### src/timer_defs.vh
`ifndef TIMER_DEFS_VH
`define TIMER_DEFS_VH

// register indices; byte address on the bus is four times the index
`define TIMER0_MATCH_HIGH_IDX 12'h0F04
`define TIMER0_MATCH_LOW_IDX  12'h0F05
`define TIMER1_MATCH_HIGH_IDX 12'h0F0C
`define TIMER1_MATCH_LOW_IDX  12'h0F0D
`define TIMER2_MATCH_HIGH_IDX 12'h0F14
`define TIMER2_MATCH_LOW_IDX  12'h0F15
`define TIMER3_MATCH_HIGH_IDX 12'h0F1C
`define TIMER3_MATCH_LOW_IDX  12'h0F1D
// timer banks: index[11:5] selects the bank area, index[4:3] the timer, index[2:0] the field
`define TIMER_BANK_SEL        7'h78
`define FLD_COUNT_HIGH        3'h0
`define FLD_COUNT_LOW         3'h1
`define FLD_RELOAD_HIGH       3'h2
`define FLD_RELOAD_LOW        3'h3
`define FLD_MATCH_HIGH        3'h4
`define FLD_MATCH_LOW         3'h5
`define FLD_CONTROL           3'h6
`define IRQ_STATUS_IDX        12'h0F20
`define IRQ_MASK_IDX          12'h0F21
// control register fields
`define CTL_ENABLE            7
`define CTL_POLARITY          6
`define CTL_MODE_MSB          1
`define CTL_MODE_LSB          0
`define MODE_COUNTER          2'h0
`define MODE_PWM              2'h1
`define MODE_CAPTURE          2'h2
`define MODE_CAPTURE_COMPARE  2'h3
// reset and restart values
`define BYTE_RESET            8'h00
`define COUNT_RESET           16'h0000
`define COUNT_RESTART         16'h0001
`define NIBBLE_RESET          4'h0
`endif

### src/timer_channel.v
`include "timer_defs.vh"

module timer_channel (
    input  wire        clk_sys,
    input  wire        resetn,
    input  wire        enable,
    input  wire        polarity,
    input  wire [1:0]  mode,
    input  wire [15:0] reloadValue,
    input  wire [15:0] matchValue,
    input  wire        loadHigh,
    input  wire        loadLow,
    input  wire [7:0]  loadByte,
    input  wire        timerIn,
    output reg  [15:0] count,
    output reg         timerOut,
    output reg         reloadPulse,
    output reg         capturePulse,
    output reg  [15:0] captureValue
);

    reg         prevIn;
    reg         wasEnabled;
    wire        selEdge;
    wire        counterMode;
    wire        pwmMode;
    wire        captureMode;
    wire        step;
    wire        atReload;

    // polarity 0 counts rising edges, polarity 1 falling edges
    assign selEdge     = polarity ? (prevIn & ~timerIn) : (~prevIn & timerIn);
    assign counterMode = (mode == `MODE_COUNTER);
    assign pwmMode     = (mode == `MODE_PWM);
    assign captureMode = (mode == `MODE_CAPTURE) | (mode == `MODE_CAPTURE_COMPARE);
    // counter mode steps on input edges, all other modes on every system clock
    assign step        = counterMode ? selEdge : 1'b1;
    assign atReload    = (count == reloadValue);

    // count, reload and capture; a software load beats a step in the same cycle
    always @(posedge clk_sys or negedge resetn) begin
        if (!resetn) begin
            count        <= `COUNT_RESET;
            prevIn       <= 1'b0;
            wasEnabled   <= 1'b0;
            reloadPulse  <= 1'b0;
            capturePulse <= 1'b0;
            captureValue <= `COUNT_RESET;
        end else begin
            prevIn       <= timerIn;
            wasEnabled   <= enable;
            reloadPulse  <= 1'b0;
            capturePulse <= 1'b0;
            if (loadHigh | loadLow) begin
                // start value only holds until the first reload
                if (loadHigh) begin
                    count[15:8] <= loadByte;
                end
                if (loadLow) begin
                    count[7:0] <= loadByte;
                end
            end else if (enable & step) begin
                if (atReload) begin
                    count       <= `COUNT_RESTART;
                    reloadPulse <= 1'b1;
                end else begin
                    count <= count + 16'h0001;
                end
            end
            if (enable & captureMode & selEdge) begin
                capturePulse <= 1'b1;
                captureValue <= count;
            end
        end
    end

    // output level; idle and first enabled cycle show the polarity level
    always @(posedge clk_sys or negedge resetn) begin
        if (!resetn) begin
            timerOut <= 1'b0;
        end else if (!enable || !wasEnabled) begin
            timerOut <= polarity;
        end else if (pwmMode & atReload) begin
            timerOut <= polarity;
        end else if (pwmMode & (count == matchValue)) begin
            timerOut <= ~timerOut;
        end else if (counterMode & step & atReload) begin
            timerOut <= ~timerOut;
        end
    end

endmodule // timer_channel

### src/timer_block.v
`include "timer_defs.vh"

module timer_block (
    input  wire        clk_sys,
    input  wire        resetn,
    input  wire        psel,
    input  wire        penable,
    input  wire        pwrite,
    input  wire [15:0] paddr,
    input  wire [31:0] pwdata,
    output reg  [31:0] prdata,
    output reg         pready,
    output reg         pslverr,
    input  wire [3:0]  timerIn,
    output wire [3:0]  timerOut,
    output reg         irq
);

    // register index and bus phase decode
    wire [11:0] regIndex;
    wire [1:0]  timerSel;
    wire [2:0]  fieldSel;
    wire        bankHit;
    wire        statusHit;
    wire        maskHit;
    wire        addrHit;
    wire        accessPhase;
    wire        commit;
    wire        wrCommit;
    wire [7:0]  wrByte;

    assign regIndex    = paddr[13:2];
    assign timerSel    = regIndex[4:3];
    assign fieldSel    = regIndex[2:0];
    assign bankHit     = (regIndex[11:5] == `TIMER_BANK_SEL) && (fieldSel <= `FLD_CONTROL);
    assign statusHit   = (regIndex == `IRQ_STATUS_IDX);
    assign maskHit     = (regIndex == `IRQ_MASK_IDX);
    // word alignment and the top address bits are part of the decode
    assign addrHit     = (paddr[1:0] == 2'b00) && (paddr[15:14] == 2'b00)
                         && (bankHit | statusHit | maskHit);
    // the slave answers one cycle into the access phase
    assign accessPhase = psel & penable & ~pready;
    // writes land only at the edge where the master sees pready high
    assign commit      = psel & penable & pready;
    assign wrCommit    = commit & pwrite & addrHit;
    assign wrByte      = pwdata[7:0];

    // flattened per-timer state for the read path and interrupt logic
    wire [31:0] ctlBus;
    wire [31:0] reloadHighBus;
    wire [31:0] reloadLowBus;
    wire [31:0] matchHighBus;
    wire [31:0] matchLowBus;
    wire [63:0] countBus;
    wire [3:0]  timerEvent;

    reg  [3:0]  irqStatus;
    reg  [3:0]  irqMask;
    reg  [3:0]  next_irqStatus;
    reg  [7:0]  next_rdata;

    genvar n;
    generate
        for (n = 0; n < 4; n = n + 1) begin : chan
            reg  [7:0]  ctl;
            reg  [7:0]  reloadHigh;
            reg  [7:0]  reloadLow;
            reg  [7:0]  matchHigh;
            reg  [7:0]  matchLow;
            wire        hitThis;
            wire        reloadPulse;
            wire        capturePulse;
            wire [15:0] captureValue;
            wire [15:0] count;

            assign hitThis = wrCommit & bankHit & (timerSel == n);

            // control, reload and match bytes of one timer
            always @(posedge clk_sys or negedge resetn) begin
                if (!resetn) begin
                    ctl        <= `BYTE_RESET;
                    reloadHigh <= `BYTE_RESET;
                    reloadLow  <= `BYTE_RESET;
                    matchHigh  <= `BYTE_RESET;
                    matchLow   <= `BYTE_RESET;
                end else begin
                    if (hitThis && fieldSel == `FLD_CONTROL) begin
                        ctl <= wrByte;
                    end
                    if (hitThis && fieldSel == `FLD_RELOAD_HIGH) begin
                        reloadHigh <= wrByte;
                    end
                    if (hitThis && fieldSel == `FLD_RELOAD_LOW) begin
                        reloadLow <= wrByte;
                    end
                    // a capture wins over a software write in the same cycle
                    if (capturePulse) begin
                        matchHigh <= captureValue[15:8];
                        matchLow  <= captureValue[7:0];
                    end else begin
                        if (hitThis && fieldSel == `FLD_MATCH_HIGH) begin
                            matchHigh <= wrByte;
                        end
                        if (hitThis && fieldSel == `FLD_MATCH_LOW) begin
                            matchLow <= wrByte;
                        end
                    end
                end
            end

            timer_channel u_channel (
                .clk_sys      (clk_sys),
                .resetn       (resetn),
                .enable       (ctl[`CTL_ENABLE]),
                .polarity     (ctl[`CTL_POLARITY]),
                .mode         (ctl[`CTL_MODE_MSB:`CTL_MODE_LSB]),
                .reloadValue  ({reloadHigh, reloadLow}),
                .matchValue   ({matchHigh, matchLow}),
                .loadHigh     (hitThis && fieldSel == `FLD_COUNT_HIGH),
                .loadLow      (hitThis && fieldSel == `FLD_COUNT_LOW),
                .loadByte     (wrByte),
                .timerIn      (timerIn[n]),
                .count        (count),
                .timerOut     (timerOut[n]),
                .reloadPulse  (reloadPulse),
                .capturePulse (capturePulse),
                .captureValue (captureValue)
            );

            assign ctlBus[8*n +: 8]        = ctl;
            assign reloadHighBus[8*n +: 8] = reloadHigh;
            assign reloadLowBus[8*n +: 8]  = reloadLow;
            assign matchHighBus[8*n +: 8]  = matchHigh;
            assign matchLowBus[8*n +: 8]   = matchLow;
            assign countBus[16*n +: 16]    = count;
            // reloads and captures both raise the timer's event
            assign timerEvent[n]           = reloadPulse | capturePulse;
        end
    endgenerate

    // read data selection; unmapped reads return zero
    always @* begin
        next_rdata = `BYTE_RESET;
        if (statusHit) begin
            next_rdata = {`NIBBLE_RESET, irqStatus};
        end else if (maskHit) begin
            next_rdata = {`NIBBLE_RESET, irqMask};
        end else if (bankHit) begin
            case (fieldSel)
                `FLD_COUNT_HIGH:  next_rdata = countBus[16*timerSel + 8 +: 8];
                `FLD_COUNT_LOW:   next_rdata = countBus[16*timerSel +: 8];
                `FLD_RELOAD_HIGH: next_rdata = reloadHighBus[8*timerSel +: 8];
                `FLD_RELOAD_LOW:  next_rdata = reloadLowBus[8*timerSel +: 8];
                `FLD_MATCH_HIGH:  next_rdata = matchHighBus[8*timerSel +: 8];
                `FLD_MATCH_LOW:   next_rdata = matchLowBus[8*timerSel +: 8];
                `FLD_CONTROL:     next_rdata = ctlBus[8*timerSel +: 8];
                default:          next_rdata = `BYTE_RESET;
            endcase
        end
    end

    // apb answer: pready pulses one cycle after the access phase starts
    always @(posedge clk_sys or negedge resetn) begin
        if (!resetn) begin
            pready  <= 1'b0;
            pslverr <= 1'b0;
            prdata  <= 32'h0000_0000;
        end else begin
            pready  <= accessPhase;
            pslverr <= accessPhase & ~addrHit;
            if (accessPhase) begin
                // data sampled one cycle early; the count may move meanwhile
                // a refused access reads zero even where the index alone decodes
                prdata <= addrHit ? {24'h00_0000, next_rdata} : 32'h0000_0000;
            end
        end
    end

    // sticky status, write one to clear; a new event wins over the clear
    always @* begin
        next_irqStatus = irqStatus;
        if (wrCommit && statusHit) begin
            next_irqStatus = irqStatus & ~pwdata[3:0];
        end
        next_irqStatus = next_irqStatus | timerEvent;
    end

    // status, mask and the registered interrupt line
    always @(posedge clk_sys or negedge resetn) begin
        if (!resetn) begin
            irqStatus <= `NIBBLE_RESET;
            irqMask   <= `NIBBLE_RESET;
            irq       <= 1'b0;
        end else begin
            irqStatus <= next_irqStatus;
            if (wrCommit && maskHit) begin
                irqMask <= pwdata[3:0];
            end
            // registered so the pin is glitch free; one cycle behind status
            irq <= |(irqStatus & irqMask);
        end
    end

endmodule // timer_block

### config.mk
export PLATFORM = sky130hd
export DESIGN_NAME = timer_block
export DESIGN_NICKNAME = d
export VERILOG_FILES = /design/src/timer_channel.v /design/src/timer_block.v
export VERILOG_INCLUDE_DIRS = /design/src
export SDC_FILE = /design/constraint.sdc
export NUM_CORES = 1
export LEC_CHECK = 0
export BUFFER_PORTS_ARGS = -buffer_cell sky130_fd_sc_hd__buf_4
export CAP_MARGIN = 5
export CORE_MARGIN = 2
export CORE_UTILIZATION = 65
export CTS_CLUSTER_SIZE = 24
export DETAILED_ROUTE_END_ITERATION = 8
export PLACE_DENSITY = 0.94
export SLEW_MARGIN = 20
export SYNTH_ARGS = -nofsm -noshare
export SYNTH_HDL_FRONTEND = slang
export SYNTH_SLANG_ARGS = --single-unit
### constraint.sdc
create_clock -name clk_sys -period 4.7 [get_ports clk_sys]
set_clock_uncertainty 0.2 [all_clocks]
set_input_delay 0.235 -clock clk_sys [delete_from_list [all_inputs] [get_ports clk_sys]]
set_output_delay 0.235 -clock clk_sys [all_outputs]
set_load 0.01 [all_outputs]
==> qor.csv <==
metric,value,unit
CTS sink count,327,
"area leader, netlist",dfrtp_1,
setup_tns,0,ns
placed insts,2115,
synthesized flop and latch total,327,
Global Route Usage Sum,37.5,%
post-synthesis sequential area ratio,44.1,%
Max IR drop VDD,0.279,mV
Worst EP required,4.90,ns
RSZ-0062 raised after global routing,false,
CTS Buf Count,36,
crit path launch,pready,
met3 WL,7670,um
Final setup viols,0,
first-pass GRT wire length,87800,um
kind of end point of the critical path,register,
Syn Area/Cell,10.1,um2
"CTS clk-pin slew, worst paths",0.06,ns
WL met2,24700,um
# DRC,0,
"Hold Vio Cnt, Final",0,
die width,173,um
fin nets,1845,
CORE AREA,27900,um2
kind of critical path,register to register,
Root Driver,clkbuf_16,
routed vias/inst,7.24,
outcome,"complete, no violations",
Yosys top cell area share,44.1,%
Placer Congestion,1.04,
crit path DAT,3.66,ns
r2r startpoint,pready,
Layout Cells excl Fill,2188,
number of synthesized flops with an enable pin,0,
post-CTS sizing,0,
Tightest Pin Transition,1.11,ns
power density cells,301,nW/um2
DR iter-0 viols,2111,
"Slowest-stage cell, CP",or2_0,
Worst Path Max Fanout,17,
Overflow after GRT,0,
Final Critical Period,3.46,ns
Place WS,1.22,ns
Tcrit/Tclk final,73.6,%
Avg WL per Cell,26.1,um
M1 WL,19700,um
worst hold path class,input port to register,
Post-Synthesis Cells,1835,
H-tree levels,2,
Final Max Tran Viols,0,
WP buf/inv,0,
Area contributors post-synth,"dfrtp_1 44%, mux2_2 9.4%, xnor2_1 4.8%",
Skew-Pair Late Insertion Delay,0.53,ns
Buffers on Ports,47,
worst setup margin,1.24,ns
post-DP HPWL,36400,um
hold_sp,pwdata[1],
Worst slew margin,25.7,%
synth cell count leaders,"327 x dfrtp_1, 193 x nand2_1, 155 x mux2_2, 131 x o21ai_0, 102 x xnor2_1",
Top delay family on crit path,simple AND/OR/NAND/NOR gates,
clk buf depth,3,
Final Core Density,71.6,%
drt first pass iters,7,
chip height,173,um
LEAKAGE,0.00898,uW
max_cap viols,0,
Startpoint Class,register,
share of post-route cells with drive strength above 1,18.0,%
Area growth syn-to-layout,7.65,%
hold_ws,0.0618,ns
die area,29900,um2
CTS tree,done,
Routed Wire Length,57000,um
IO Pins,96,
Mapped Area,18600,um2
Critical Path Max Stage Delay,0.73,ns
Max Freq,0.289,GHz
# rows,61,
vias in the first global route,15647,
"Primary FF master, synth",dfrtp_1,
DR vias,15836,
cell with the most instances after synthesis,dfrtp_1,
Cell variety after synth,89,
ys async rst share,100,%
Starting Density,66.5,%
highest routed layer,met4,
crit path cell chain,and4_1 > nand2_2 > nor3_4 > or2_0 > o41ai_1 > a22o_1,
Ys Warns,0,
Antenna Violating Nets Remaining,0,
pin count of the biggest net entering global routing,116,
initial antenna violation count,1,
[report_power, final]
part | total [uW] | internal [uW] | switching, uW
clock | 2850 | 1680 | 1170
combinational | 342 | 81.3 | 260
sequential | 2820 | 2820 | 1.49
[state kept, by name, summed over array words and instances, names as in the netlist, 4 cells and up]
name	flops
chan.u_channel.captureValue	64
chan.matchHigh	32
chan.reloadHigh	32
chan.u_channel.capturePulse	4
chan.reloadLow	32
chan.matchLow	32
chan.u_channel.prevIn	4
irqStatus	4
chan.u_channel.count	64
chan.u_channel.timerOut	4
chan.ctl	32
chan.u_channel.reloadPulse	4
chan.u_channel.wasEnabled	4
prdata	8
irqMask	4
[cell usage in the layout (no fill, tap or decap), types with 14 or more instances in the layout]
cell type / netlist / routed
o21ai_0: 131 / 131
o31a_1: 30 / 30
o22ai_1: 43 / 43
nor4_1: 15 / 15
nand2_1: 193 / 193
inv_1: 58 / 58
nor2_1: 36 / 36
buf_4: 36 / 60
xor2_1: 32 / 32
nand4_1: 32 / 32
clkbuf_16: 0 / 37
a22o_1: 16 / 16
a32oi_1: 16 / 16
a221oi_1: 32 / 32
dfrtp_1: 327 / 327
mux2_2: 155 / 155
o211ai_1: 14 / 14
a21oi_1: 63 / 63
a22oi_1: 19 / 19
xnor2_1: 102 / 101
nand3_1: 42 / 42
conb_1: 1 / 24
mux2i_1: 87 / 87
[worst paths after layout]
path / to / slack [ns] / depth (start not counted)
max: chan[2].u_channel.count[14] / 1.24 / 6
min: irqMask[1] / 0.06 / 3
max reg2reg: chan[2].u_channel.count[14] / 1.24 / 6
min reg2reg: irqStatus[0] / 0.24 / 1
max in group asynchronous: chan[0].u_channel.captureValue[10] / 2.89 / 3
min in group asynchronous: chan[1].u_channel.capturePulse / 0.09 / 2
[cells by family (layout without fill, tap and decap cells)]
| group | after synthesis | count (layout) | share of synthesized area [%] |
|---|---|---|---|
| xor+xnor | 134 | 134 | 6.32 |
| simple gates | 434 | 434 | 12.1 |
| flops | 327 | 327 | 44.1 |
| other cells | 1 | 25 | 0.0202 |
| buf+inv | 242 | 193 | 6.02 |
| compound gates | 447 | 447 | 16.6 |
| mux | 246 | 246 | 14.6 |
| fa+ha+maj | 4 | 4 | 0.269 |
[timing repair]
action | 4_1_cts | 5_1_grt
hold endpoints to repair | 108 | 0
buffers inserted | 0 | 0
setup endpoints to repair | 0 | 0
hold buffers | 9 | 0
[per-stage QoR]
stage / cell area [um2] / power (uW)
CTS: 20000 / 5980
detailed placement: 18700 / 3190
global route: 20000 / 6130
floorplan: 18700 / 3040
global placement: 18700 / 3180
finish: 20000 / 6010
[worst reg2reg max path, stage by stage, from the launching register on]
cell and delay [ns]:
dfrtp_1 0.35, and4_1 0.39, nand2_2 0.41, nor3_4 0.73, or2_0 0.73, o41ai_1 0.24, a22o_1 0.28
[final cells by class]
type / instances / area [um2]
Sequential cell: 327 / 8180
Antenna cell: 1 / 2.50
Clock inverter: 8 / 90.1
Timing Repair Buffer: 71 / 576
Fill cell: 1886 / 7940
Multi-Input combinational cell: 1289 / 9380
Clock buffer: 55 / 1070
Tap cell: 378 / 473
Inverter: 59 / 221
[per-layer routing]
layer | up-vias | global-route usage, %
li1 | 6487 | -
met3 | 419 | 10.8
met1 | 7643 | 46.9
met4 | 0 | 26.9
met5 | - | 0
met2 | 1287 | 56.0
No activity file was read; power rests on OpenSTA's default activity.
